<file path="src/sdadc_pkg.sv">
`default_nettype none
package sdadc_pkg;
    localparam logic [3:0] ADDR_CTRL_ZERO = 4'h0;
    localparam logic [3:0] ADDR_CTRL_ONE  = 4'h1;
    localparam logic [3:0] ADDR_CLK_DIV   = 4'h2;
    localparam logic [3:0] ADDR_RES_LOW   = 4'h3;
    localparam logic [3:0] ADDR_RES_MID   = 4'h4;
    localparam logic [3:0] ADDR_RES_HIGH  = 4'h5;
    localparam logic [3:0] ADDR_POWER     = 4'h6;
    localparam logic [3:0] ADDR_INPUT_SEL = 4'h7;
    localparam logic [3:0] ADDR_IRQ_CTRL  = 4'h8;

    localparam int CTRL0_RESET_BIT = 7;
    localparam int CTRL0_SLEEP_BIT = 6;
    localparam int CTRL0_OFF_BIT   = 5;
    localparam int CTRL0_OSR_LSB   = 2;
    localparam int CTRL1_SAMPLE_DOUBLING_FACTOR_LSB  = 5;
    localparam int CTRL1_HOLD_BIT  = 2;
    localparam int CTRL1_EOC_BIT   = 1;
    localparam int POWER_REG_BIT   = 7;
    localparam int INSEL_NEG_LSB   = 4;
    localparam int IRQ_GLOBAL_BIT  = 0;
    localparam int IRQ_CONV_BIT    = 1;
    localparam int IRQ_FLAG_BIT    = 2;

    localparam logic [7:0] CTRL_ZERO_RST = 8'h20;
    localparam logic [7:0] CTRL_ONE_RST  = 8'h00;
    localparam logic [7:0] CLK_DIV_RST   = 8'h00;
    localparam logic [7:0] POWER_RST     = 8'h00;
    localparam logic [7:0] INPUT_SEL_RST = 8'h00;
    localparam logic [7:0] IRQ_CTRL_RST  = 8'h00;

    localparam logic [4:0]  MCLK_BYPASS   = 5'h1F;
    localparam logic [4:0]  ADCK_DIV_SLOW = 5'h1E;
    localparam logic [4:0]  ADCK_DIV_FAST = 5'h0C;
    localparam logic [14:0] OSR_MAX       = 15'h4000;
    localparam logic [3:0]  TSENSE_SEL    = 4'h7;

    typedef enum logic [1:0] {MODE_NORMAL, MODE_SLEEP, MODE_RESET, MODE_POWER_DOWN} mode_t;

    typedef struct packed {
        logic [3:0] addr;
        logic [7:0] wdata;
        logic       wr;
        logic       rd;
    } reg_req_t;

    typedef struct packed {
        logic        done;
        logic [23:0] data;
    } conv_t;

    typedef struct packed {
        logic bandgap;
        logic regulator;
        logic amplifier;
        logic converter;
        logic temp_sensor;
        logic filter_on;
        logic filter_reset;
    } power_t;

    typedef struct packed {
        logic        mclk_tick;
        logic        adck_tick;
        logic        sample_doubling_factor_double;
        logic [14:0] osr_value;
    } clocks_t;

    typedef struct packed {
        logic        power_off;
        logic        sleep_sel;
        logic        soft_reset;
        logic [2:0]  osr_sel;
        logic [2:0]  clock_sample_doubling_factor_sel;
        logic        hold;
        logic        eoc;
        logic [4:0]  clock_div;
        logic        regulator_en;
        logic [3:0]  pos_sel;
        logic [3:0]  neg_sel;
        logic        global_irq_en;
        logic        conv_irq_en;
        logic        irq_flag;
        logic [23:0] result;
        logic        armed;
        logic [5:0]  mdiv_cnt;
        logic [4:0]  ndiv_cnt;
        logic [7:0]  rdata;
        power_t      power;
        clocks_t     clocks;
        logic        irq;
    } state_t;

    function automatic mode_t decode_mode(input logic off, input logic slp, input logic rst);
        if (off) begin
            return MODE_POWER_DOWN;
        end else if (slp) begin
            return MODE_SLEEP;
        end else if (rst) begin
            return MODE_RESET;
        end
        return MODE_NORMAL;
    endfunction
endpackage
`default_nettype wire

</file>
<file path="src/sdadc_ctrl.sv">
// Summary of operation
// - Power-off bit 1 switches converter off
// - Power-off overrides sleep and filter reset
// - Oversample code halves ratio 16384 to 128
// - Sample_doubling_factor field picks factor and divide 30/12
// - Sample_doubling_factor two doubles samples, one is low-latency
// - Hold bit freezes result bytes
// - While held, no interrupt, no flag change
// - End flag cleared only by software
// - End flag set after each accepted conversion while not held
// - Conversion end sets interrupt request flag
// - Divider: sys/2/(code+1), code 31 bypasses
// - Power-down: analog off, bandgap follows regulator
// - Sleep: bandgap, amplifier, filter on; converter and sensor off
// - Filter reset bit gives reset mode
// - Reset bit pulse starts conversions
// - Without hold, results overwrite continuously
// - Temperature sensor on only when selected
// - Unimplemented bits read as zero
// - Filter reset aborts and blocks conversions
// - Sleep keeps amplifier and bandgap powered
// - Result readable as three bytes
`timescale 1ns/1ps
`default_nettype none
module sdadc_ctrl (
    input  wire logic                CLK,
    input  wire logic                RST,
    input  wire sdadc_pkg::reg_req_t REG_REQ,
    output var  logic [7:0]          RDATA,
    input  wire sdadc_pkg::conv_t    CONV,
    output var  sdadc_pkg::power_t   POWER,
    output var  sdadc_pkg::clocks_t  CLOCKS,
    output var  logic                IRQ
);
    sdadc_pkg::state_t q;
    sdadc_pkg::state_t next_q;
    sdadc_pkg::mode_t  mode;
    logic              accept;
    logic              temp_selected;
    logic [4:0]        adck_div;

    assign mode = sdadc_pkg::decode_mode(q.power_off, q.sleep_sel, q.soft_reset);
    // Conversions count only once started and in normal mode
    assign accept        = CONV.done && q.armed && (mode == sdadc_pkg::MODE_NORMAL);
    assign temp_selected = (q.pos_sel == sdadc_pkg::TSENSE_SEL) ||
                           (q.neg_sel == sdadc_pkg::TSENSE_SEL);
    // Reserved sample_doubling_factor codes ignore bit 0
    assign adck_div = q.clock_sample_doubling_factor_sel[1] ? sdadc_pkg::ADCK_DIV_FAST : sdadc_pkg::ADCK_DIV_SLOW;

    always_comb begin
        next_q       = q;
        next_q.rdata = 8'h00;
        if (q.power_off || q.soft_reset) begin
            next_q.armed = 1'b0;
        end
        if (REG_REQ.wr) begin
            case (REG_REQ.addr)
                sdadc_pkg::ADDR_CTRL_ZERO: begin
                    if (q.soft_reset && !REG_REQ.wdata[sdadc_pkg::CTRL0_RESET_BIT] &&
                        !REG_REQ.wdata[sdadc_pkg::CTRL0_OFF_BIT]) begin
                        next_q.armed = 1'b1;
                    end
                    next_q.soft_reset = REG_REQ.wdata[sdadc_pkg::CTRL0_RESET_BIT];
                    next_q.sleep_sel  = REG_REQ.wdata[sdadc_pkg::CTRL0_SLEEP_BIT];
                    next_q.power_off  = REG_REQ.wdata[sdadc_pkg::CTRL0_OFF_BIT];
                    next_q.osr_sel    = REG_REQ.wdata[sdadc_pkg::CTRL0_OSR_LSB +: 3];
                end
                sdadc_pkg::ADDR_CTRL_ONE: begin
                    next_q.clock_sample_doubling_factor_sel = REG_REQ.wdata[sdadc_pkg::CTRL1_SAMPLE_DOUBLING_FACTOR_LSB +: 3];
                    next_q.hold           = REG_REQ.wdata[sdadc_pkg::CTRL1_HOLD_BIT];
                    next_q.eoc            = REG_REQ.wdata[sdadc_pkg::CTRL1_EOC_BIT];
                end
                sdadc_pkg::ADDR_CLK_DIV: begin
                    next_q.clock_div = REG_REQ.wdata[4:0];
                end
                sdadc_pkg::ADDR_POWER: begin
                    next_q.regulator_en = REG_REQ.wdata[sdadc_pkg::POWER_REG_BIT];
                end
                sdadc_pkg::ADDR_INPUT_SEL: begin
                    next_q.pos_sel = REG_REQ.wdata[3:0];
                    next_q.neg_sel = REG_REQ.wdata[sdadc_pkg::INSEL_NEG_LSB +: 4];
                end
                sdadc_pkg::ADDR_IRQ_CTRL: begin
                    next_q.global_irq_en = REG_REQ.wdata[sdadc_pkg::IRQ_GLOBAL_BIT];
                    next_q.conv_irq_en   = REG_REQ.wdata[sdadc_pkg::IRQ_CONV_BIT];
                    next_q.irq_flag      = REG_REQ.wdata[sdadc_pkg::IRQ_FLAG_BIT];
                end
                default: begin
                    next_q.rdata = 8'h00;
                end
            endcase
        end
        if (accept && !q.hold) begin
            next_q.result   = CONV.data;
            next_q.eoc      = 1'b1;
            next_q.irq_flag = 1'b1;
        end
        if (REG_REQ.rd) begin
            case (REG_REQ.addr)
                sdadc_pkg::ADDR_CTRL_ZERO: next_q.rdata = {q.soft_reset, q.sleep_sel,
                                                           q.power_off, q.osr_sel, 2'h0};
                sdadc_pkg::ADDR_CTRL_ONE:  next_q.rdata = {q.clock_sample_doubling_factor_sel, 2'h0, q.hold,
                                                           q.eoc, 1'h0};
                sdadc_pkg::ADDR_CLK_DIV:   next_q.rdata = {3'h0, q.clock_div};
                sdadc_pkg::ADDR_RES_LOW:   next_q.rdata = q.result[7:0];
                sdadc_pkg::ADDR_RES_MID:   next_q.rdata = q.result[15:8];
                sdadc_pkg::ADDR_RES_HIGH:  next_q.rdata = q.result[23:16];
                sdadc_pkg::ADDR_POWER:     next_q.rdata = {q.regulator_en, 7'h00};
                sdadc_pkg::ADDR_INPUT_SEL: next_q.rdata = {q.neg_sel, q.pos_sel};
                sdadc_pkg::ADDR_IRQ_CTRL:  next_q.rdata = {5'h00, q.irq_flag, q.conv_irq_en,
                                                           q.global_irq_en};
                default:                   next_q.rdata = 8'h00;
            endcase
        end
        next_q.power.regulator = q.regulator_en;
        unique case (mode)
            sdadc_pkg::MODE_POWER_DOWN: begin
                next_q.power.bandgap      = q.regulator_en;
                next_q.power.amplifier    = 1'b0;
                next_q.power.converter    = 1'b0;
                next_q.power.temp_sensor  = 1'b0;
                next_q.power.filter_on    = 1'b0;
                next_q.power.filter_reset = 1'b0;
            end
            sdadc_pkg::MODE_SLEEP: begin
                next_q.power.bandgap      = 1'b1;
                next_q.power.amplifier    = 1'b1;
                next_q.power.converter    = 1'b0;
                next_q.power.temp_sensor  = 1'b0;
                next_q.power.filter_on    = 1'b1;
                next_q.power.filter_reset = 1'b0;
            end
            sdadc_pkg::MODE_RESET, sdadc_pkg::MODE_NORMAL: begin
                next_q.power.bandgap      = 1'b1;
                next_q.power.amplifier    = 1'b1;
                next_q.power.converter    = 1'b1;
                next_q.power.temp_sensor  = temp_selected;
                next_q.power.filter_on    = 1'b1;
                next_q.power.filter_reset = (mode == sdadc_pkg::MODE_RESET);
            end
        endcase
        next_q.clocks.osr_value   = sdadc_pkg::OSR_MAX >> q.osr_sel;
        next_q.clocks.sample_doubling_factor_double = !q.clock_sample_doubling_factor_sel[2];
        next_q.clocks.mclk_tick   = 1'b0;
        next_q.clocks.adck_tick   = 1'b0;
        // Dividers idle in power-down to save toggling
        if (mode == sdadc_pkg::MODE_POWER_DOWN) begin
            next_q.mdiv_cnt = 6'h00;
            next_q.ndiv_cnt = 5'h00;
        end else begin
            if (q.clock_div == sdadc_pkg::MCLK_BYPASS) begin
                next_q.mdiv_cnt         = 6'h00;
                next_q.clocks.mclk_tick = 1'b1;
            end else if (q.mdiv_cnt >= {q.clock_div, 1'b1}) begin
                next_q.mdiv_cnt         = 6'h00;
                next_q.clocks.mclk_tick = 1'b1;
            end else begin
                next_q.mdiv_cnt = q.mdiv_cnt + 6'h01;
            end
            if (q.clocks.mclk_tick) begin
                if (q.ndiv_cnt >= adck_div - 5'h01) begin
                    next_q.ndiv_cnt         = 5'h00;
                    next_q.clocks.adck_tick = 1'b1;
                end else begin
                    next_q.ndiv_cnt = q.ndiv_cnt + 5'h01;
                end
            end
        end
        next_q.irq = q.irq_flag && q.global_irq_en && q.conv_irq_en;
        if (RST) begin
            next_q                = '0;
            {next_q.soft_reset, next_q.sleep_sel, next_q.power_off,
             next_q.osr_sel}      = sdadc_pkg::CTRL_ZERO_RST[7:2];
            {next_q.clock_sample_doubling_factor_sel, next_q.hold,
             next_q.eoc}          = {sdadc_pkg::CTRL_ONE_RST[7:5], sdadc_pkg::CTRL_ONE_RST[2:1]};
            next_q.clock_div      = sdadc_pkg::CLK_DIV_RST[4:0];
            next_q.regulator_en   = sdadc_pkg::POWER_RST[7];
            {next_q.neg_sel, next_q.pos_sel} = sdadc_pkg::INPUT_SEL_RST;
            {next_q.irq_flag, next_q.conv_irq_en,
             next_q.global_irq_en} = sdadc_pkg::IRQ_CTRL_RST[2:0];
            next_q.clocks.osr_value   = sdadc_pkg::OSR_MAX;
            next_q.clocks.sample_doubling_factor_double = 1'b1;
        end
    end

    always_ff @(posedge CLK) begin
        q <= next_q;
    end

    assign RDATA  = q.rdata;
    assign POWER  = q.power;
    assign CLOCKS = q.clocks;
    assign IRQ    = q.irq;
endmodule
`default_nettype wire

</file>
<file path="config.mk">
export PLATFORM = sky130hd
export DESIGN_NAME = sdadc_ctrl
export DESIGN_NICKNAME = d
export VERILOG_FILES = /design/src/sdadc_pkg.sv /design/src/sdadc_ctrl.sv
export SDC_FILE = /design/constraint.sdc
export NUM_CORES = 1
export LEC_CHECK = 0
export ABC_AREA = 0
export BUFFER_PORTS_ARGS = -buffer_cell sky130_fd_sc_hd__buf_2
export CORE_MARGIN = 5
export CORE_UTILIZATION = 40
export CTS_CLUSTER_SIZE = 30
export DETAILED_ROUTE_END_ITERATION = 8
export PLACE_DENSITY_LB_ADDON = 0.25
export REMOVE_ABC_BUFFERS = 1
export SLEW_MARGIN = 40
export SYNTH_ARGS = -nofsm -noshare
export SYNTH_HDL_FRONTEND = slang
export SYNTH_SLANG_ARGS = --single-unit
</file>
<file path="constraint.sdc">
create_clock -name CLK -period 1.27 [get_ports CLK]
set_input_delay 0.127 -clock CLK [delete_from_list [all_inputs] [get_ports CLK]]
set_output_delay 0.127 -clock CLK [all_outputs]
set_load 0.02 [all_outputs]
</file>
# Word level (Yosys, flattened, before mapping)
# Cells that the tools add are included.
[totals]
mem_count = 0
elab_cells = 112
inputBits = 41
latch_bits = 0
regBits = 98
mem_bits_rw = 0
romBits = 0
out_inout_bits = 34
[classes]
div = 0
muxes = 27
n_addsub = 3
bitwise_logic = 2
n_eq_ne = 14
mul = 0
n_lt_le_gt_ge = 2
n_reduce_logical = 32
shift = 1
[op_table]
columns = ["operator", "count"]
rows = [
  ["case mux 8 bit (9 select lines)", 1],
  ["two-way mux 25 bit", 1],
  ["== test 4 x 3 -> 1 bit, second input constant", 6],
  ["two-way mux 18 bit", 1],
  ["AND reduction 2 bit", 8],
  ["two-way mux 5 bit", 3],
  ["case mux 5 bit (3 select lines)", 1],
  ["right shift 15 x 3 -> 15 bit, first input constant", 1],
  ["two-way mux 1 bit", 13],
  ["== test 4 x 2 -> 1 bit, second input constant", 2],
  ["two-way mux 2 bit", 4],
  ["two-way mux 8 bit", 1],
  ["logical AND 1 bit", 7],
  ["adder 6 x 1 -> 6 bit, second input constant", 1],
  [">= comparator 6 bit", 1],
  ["nonzero test 2 bit", 3],
  ["OR reduction 2 bit", 3],
  ["OR reduction 3 bit", 2],
  ["adder 5 x 1 -> 5 bit, second input constant", 1],
  ["== test 5 bit, second input constant", 1],
  [">= comparator 5 bit", 1],
  ["subtractor 5 x 1 -> 5 bit, second input constant", 1],
  ["== test 2 bit, second input constant", 2],
  ["== test 4 x 1 -> 1 bit, second input constant", 1],
  ["10 further kinds", 15],
]

# Logic depth before layout (Yosys ltp)
[depth]
ltp_word = 9
depth_mapped = 7
mapped_depth_nobuf = 6

# Worst setup path before layout
# Ideal clock, no wire load.
[synth_timing]
path_type = "reg2reg"
start = "register q[84] (netlist bit)"
end = "register q, in the netlist CLOCKS[17]"
path_stages_with_launch = 7
required_ps = 1155
path_buffers = 0
setup_time_ps = 115
arrival_ps = 1290
slack_ps = -135
synth_period_minus_slack_ps = 1405
path_cell_list = "dfxtp_1 inv_1 ha_1 a21oi_1 o21ai_0 a31o_2 and2_1"
[synth_via]
elab_chain_cells = 3
elab_cells_between_ends = 4
classes_between = "order compare: 1; eq/ne: 1; mux: 2"
[synth_lines]
columns = ["item", "line_no", "source"]
rows = [
  ["start: declaration", "sdadc_ctrl.sv:35", "sdadc_pkg::state_t q;"],
  ["start signal: assignment", "sdadc_ctrl.sv:187", "q <= next_q;"],
  [">= comparator 6 bit", "sdadc_ctrl.sv:154", "end else if (q.mdiv_cnt >= {q.clock_div, 1'b1}) begin"],
  ["two-way mux 1 bit", "sdadc_ctrl.sv:154", ""],
  ["two-way mux 1 bit (*)", "sdadc_ctrl.sv:151", "if (q.clock_div == sdadc_pkg::MCLK_BYPASS) begin"],
]
# Every way passes the cells marked *; elsewhere a longest branch is shown, timed or not.
# A chain may end at the register's enable or synchronous reset.

# Worst setup path after layout
[layout_timing]
start = "register q[96] (netlist bit)"
end = "register q[68] (netlist bit)"
[layout_via]
elab_chain_cells = 6
elab_cells_between_ends = 8
classes_between = "mux: 5; reduce/logical: 3"
[layout_lines]
columns = ["item", "line_no", "source"]
rows = [
  ["two-way mux 2 bit / two-way mux 1 bit (equally long branches)", "sdadc_pkg.sv:98", "end else if (slp) begin"],
  ["two-way mux 2 bit / two-way mux 1 bit (equally long branches)", "sdadc_pkg.sv:96", "if (off) begin"],
  ["two-way mux 2 bit (*)", "sdadc_pkg.sv:103", "return MODE_NORMAL;"],
  ["logical NOT 2 bit (*)", "sdadc_ctrl.sv:44", "assign accept = CONV.done && q.armed && (mode == sdadc_pkg::MODE_NORMAL);"],
  ["logical AND 1 bit (*)", "sdadc_ctrl.sv:44", ""],
  ["logical AND 1 bit (*)", "sdadc_ctrl.sv:93", "if (accept && !q.hold) begin"],
]
# Marked as above.

==> metrics.md <==
| Metric | Value |
|---|---|
| Layout cell share with drive strength beyond 1 | `0.417` |
| Leakage power summed over all cells | `2.35 nW` |
| Hold_sp | `CONV[18]` |
| Final critical-path setup slack | `-0.122 ns` |
| Cell types with the largest area share after synthesis | `sky130_fd_sc_hd__dfxtp_1 44%, sky130_fd_sc_hd__mux2i_1 8.4%, sky130_fd_sc_hd__buf_4 7.2%, sky130_fd_sc_hd__nand2_1 5.8%, sky130_fd_sc_hd__a21oi_1 3.9%` |
| Post-synthesis sequential area ratio | `0.444` |
| Number of buffers created by CTS | `9` |
| Post-synthesis async set-or-reset flop share | `0` |
| IR Drop Worst-Case VDD | `0.446 mV` |
| Most repeated cell in the gate-level netlist after synthesis | `sky130_fd_sc_hd__dfxtp_1` |
| Hold depth | `3` |
| Synth cell count leaders | `90 x sky130_fd_sc_hd__dfxtp_1, 63 x sky130_fd_sc_hd__nand2_1, 41 x sky130_fd_sc_hd__nor2_1, 39 x sky130_fd_sc_hd__buf_4, 34 x sky130_fd_sc_hd__mux2i_1` |
| Grt total ovfl | `0` |
| Global-route track usage on met2 | `0.265` |
| Run status | `finished with violations` |
| Number of routed nets with antenna violations | `0` |
| Hold violation count in the final report | `0` |
| Area after DPL | `4670 µm²` |
| First DRT Iteration DRCs | `87` |
| Largest family of logic cells by synthesized area | `simple AND/OR/NAND/NOR gates` |
| Top-area cell type share of the netlist area | `0.444` |
| Per-cell via count in the routed design | `4.88` |
| Area growth, synth to finish | `31.8%` |
| Fin crit period | `1.39 ns` |
| Xor and xnor area share after synthesis | `0.0173` |
| Maximum operating frequency | `0.718 GHz` |
| Initial antenna violation count | `0` |
| Overall die area | `12300 µm²` |
| Yosys synthesis warning count | `0` |
| Register-to-register setup slack | `-0.12 ns` |
| Number of antenna repair diodes | `0` |
| Overall track demand over capacity in global routing | `0.161` |
| Effective utilization at floorplan | `0.414` |
| Sum Neg Setup Slack | `-2.67 ns` |
| Critical path origin | `q[96]` |
| Layout fillers | `912` |
| First-pass detailed-route iteration total | `4` |
| R2r endpoint | `q[68]` |
| Post-synthesis area per instance | `9.15 µm²` |
| Clock skew after layout | `0.00979 ns` |
| Final standard cell area without fillers | `5350 µm²` |
| Clock H-tree levels | `3` |
| CTS root buffer | `sky130_fd_sc_hd__clkbuf_8` |
| Endpoints failing setup | `37` |
| Data required time at the worst endpoint | `1.55 ns` |
| Simple-gate share of the synthesized area | `0.197` |
| Total number of vias | `3305` |
| Cell area after technology mapping | `4060 µm²` |
| Setup repair after global routing missed its margin | `true` |
| Placeable core region | `9820 µm²` |
| R2R Path Start | `q[96]` |
| Maximum buffer depth of the clock tree | `2` |
| CP max FO | `6` |
| I/O pins | `75` |
| Dominant register cell in the synthesized netlist | `sky130_fd_sc_hd__dfxtp_1` |
| Routing layer with the top usage in global route | `met2` |
| Adder and majority gate portion of the synthesized area | `0.0308` |
| WS Path Type | `flop to flop` |
| Max-Cap Viols | `0` |
| Post-detailed-route DRC marker count | `0` |
| Footprint of the multi-input gates | `2190 µm²` |
| Startpoint Class | `flop` |
| RD Place Congestion | `0.875` |
| Worst min-delay path class | `input pin to flop` |
| Compound-cell area share of the yosys netlist | `0.109` |
| Fin Hold WS | `0.0190 ns` |
| Post-detailed-route wirelength per cell | `15.2 µm` |
| Via count of the first global-routing pass | `3264` |
| Worst Setup Slack post-DPL | `-0.248 ns` |
| Met3 capacity usage during global routing | `0.0333` |
| Wire length of the first global-routing pass | `16200 µm` |
| Worst R2R Path Depth | `5` |
| DPL Wire Length | `7300 µm` |
| Multiplexer area fraction after synthesis | `0.100` |
| Violations in the final reports | `setup timing` |
| Global routing usage on met1 | `0.212` |
| Clock sink count | `90` |
| Hold EP | `q[64]` |
| TritonCTS clock tree | `done` |
| Power density over cell area | `970 nW/µm²` |
| Post-detailed-routing wire length | `10300 µm` |
| Synth Register Bits | `90` |
| Area of all sequential standard cells | `1820 µm²` |
| Die H | `111 µm` |
| Cell count after synthesis | `444` |
| Number of placement rows | `36` |
| Clock-pin slew reported for the worst setup and hold paths after clock tree synthesis | `0.08 ns` |
| Count of final max-slew check failures | `0` |
| Die boundary width | `111 µm` |
| Latest clock arrival within the worst-skew pair | `0.35 ns` |
| # port buffers | `67` |
| Final worst-path cycle share | `1.10` |
| Critical Path AT | `1.67 ns` |
| Number of synthesized flops with an enable pin | `0` |
| CP Capture Type | `flop` |
| Cell type with the highest aggregate area in the netlist | `sky130_fd_sc_hd__dfxtp_1` |
| Synth unique cells | `57` |
| Largest net degree at the start of global routing | `32` |
| Total number of nets in the final design | `590` |
==> metal layers <==
layer | vias up | share of wire
met5 | - | 0
met4 | 0 | 0.011
met3 | 8 | 0.052
met2 | 84 | 0.50
met1 | 1538 | 0.44
li1 | 1675 | -
==> what timing repair did <==
item | in CTS | in global routing
hold buffers | 5 | 0
pin swaps | 16 | 32
hold endpoints to repair | 5 | 0
cloned | 0 | 2
resized for setup | 30 | 61
buffers inserted | 3 | 2
setup endpoints to repair | 40 | 42
==> layout make-up <==
class,count,share of cell area
clock inverters,5,0.0101
clock buffers,11,0.0264
flip-flops and latches,90,0.340
well taps,133,0.0311
inverters,8,0.00608
multi-input cells,294,0.410
repair buffers,136,0.176
==> registers in the layout (all words and copies together), names as in the netlist <==
name / flops
q: 64
IRQ: 1
RDATA: 8
POWER: 6
CLOCKS: 11
==> cell usage in the layout, fill, tap and decap left out, drive strengths merged, types with 7 or more instances in the layout <==
| cell | netlist | routed |
|---|---|---|
| nand3 | 8 | 8 |
| nand2 | 63 | 63 |
| ha | 10 | 10 |
| dfxtp | 90 | 90 |
| conb | 1 | 7 |
| buf | 48 | 129 |
| nor3 | 10 | 10 |
| inv | 8 | 8 |
| clkbuf | 10 | 13 |
| nor2 | 43 | 43 |
| a21oi | 32 | 32 |
| mux2i | 34 | 34 |
==> worst max-delay path, stage by stage, from the launching register on <==
cell and delay [ns]:
sky130_fd_sc_hd__dfxtp_4 0.36, sky130_fd_sc_hd__nor4_4 0.28, sky130_fd_sc_hd__and3_4 0.30, sky130_fd_sc_hd__clkbuf_16 0.19, sky130_fd_sc_hd__nand2_4 0.05, sky130_fd_sc_hd__a21oi_2 0.13
==> per-stage QoR <==
step	total power, mW	cells	utilization
floorplan	3.02	392	-
CTS	5.20	673	0.513
finish	5.19	677	0.545
detailed placement	3.28	649	0.476
global route	5.42	677	0.545
global placement	3.28	649	0.476
==> worst max-delay path by stage <==
| stage | endpoint | slack (ns) | cells past startpoint |
|---|---|---|---|
| after floorplan | q[46] | -0.21 | 4 |
| after global placement | CLOCKS[17] | -0.15 | 6 |
| after detailed placement | q[43] | -0.25 | 6 |
| after CTS | q[36] | -0.09 | 6 |
| after global routing | q[53] | -0.20 | 5 |
| final | q[68] | -0.12 | 5 |
==> kinds of logic (layout without fill, tap and decap cells) <==
| family | after synthesis | count (layout) |
|---|---|---|
| buffers and inverters | 66 | 160 |
| other | 1 | 7 |
| adder cells (fa/ha/maj) | 10 | 10 |
| multiplexers | 39 | 39 |
| XOR/XNOR | 8 | 8 |
| AO/OA/AOI/OAI | 67 | 67 |
| flip-flops | 90 | 90 |
| AND/OR/NAND/NOR | 163 | 163 |
==> report_power, final <==
part	internal, mW	switching, mW	total, mW	leakage (nW)
registers	2.83	0.0127	2.84	0.732
logic	0.183	0.232	0.415	1.52
clock network	0.959	0.972	1.93	0.103
total	3.97	1.22	5.19	2.35
Power figures use the tool's default switching activity.
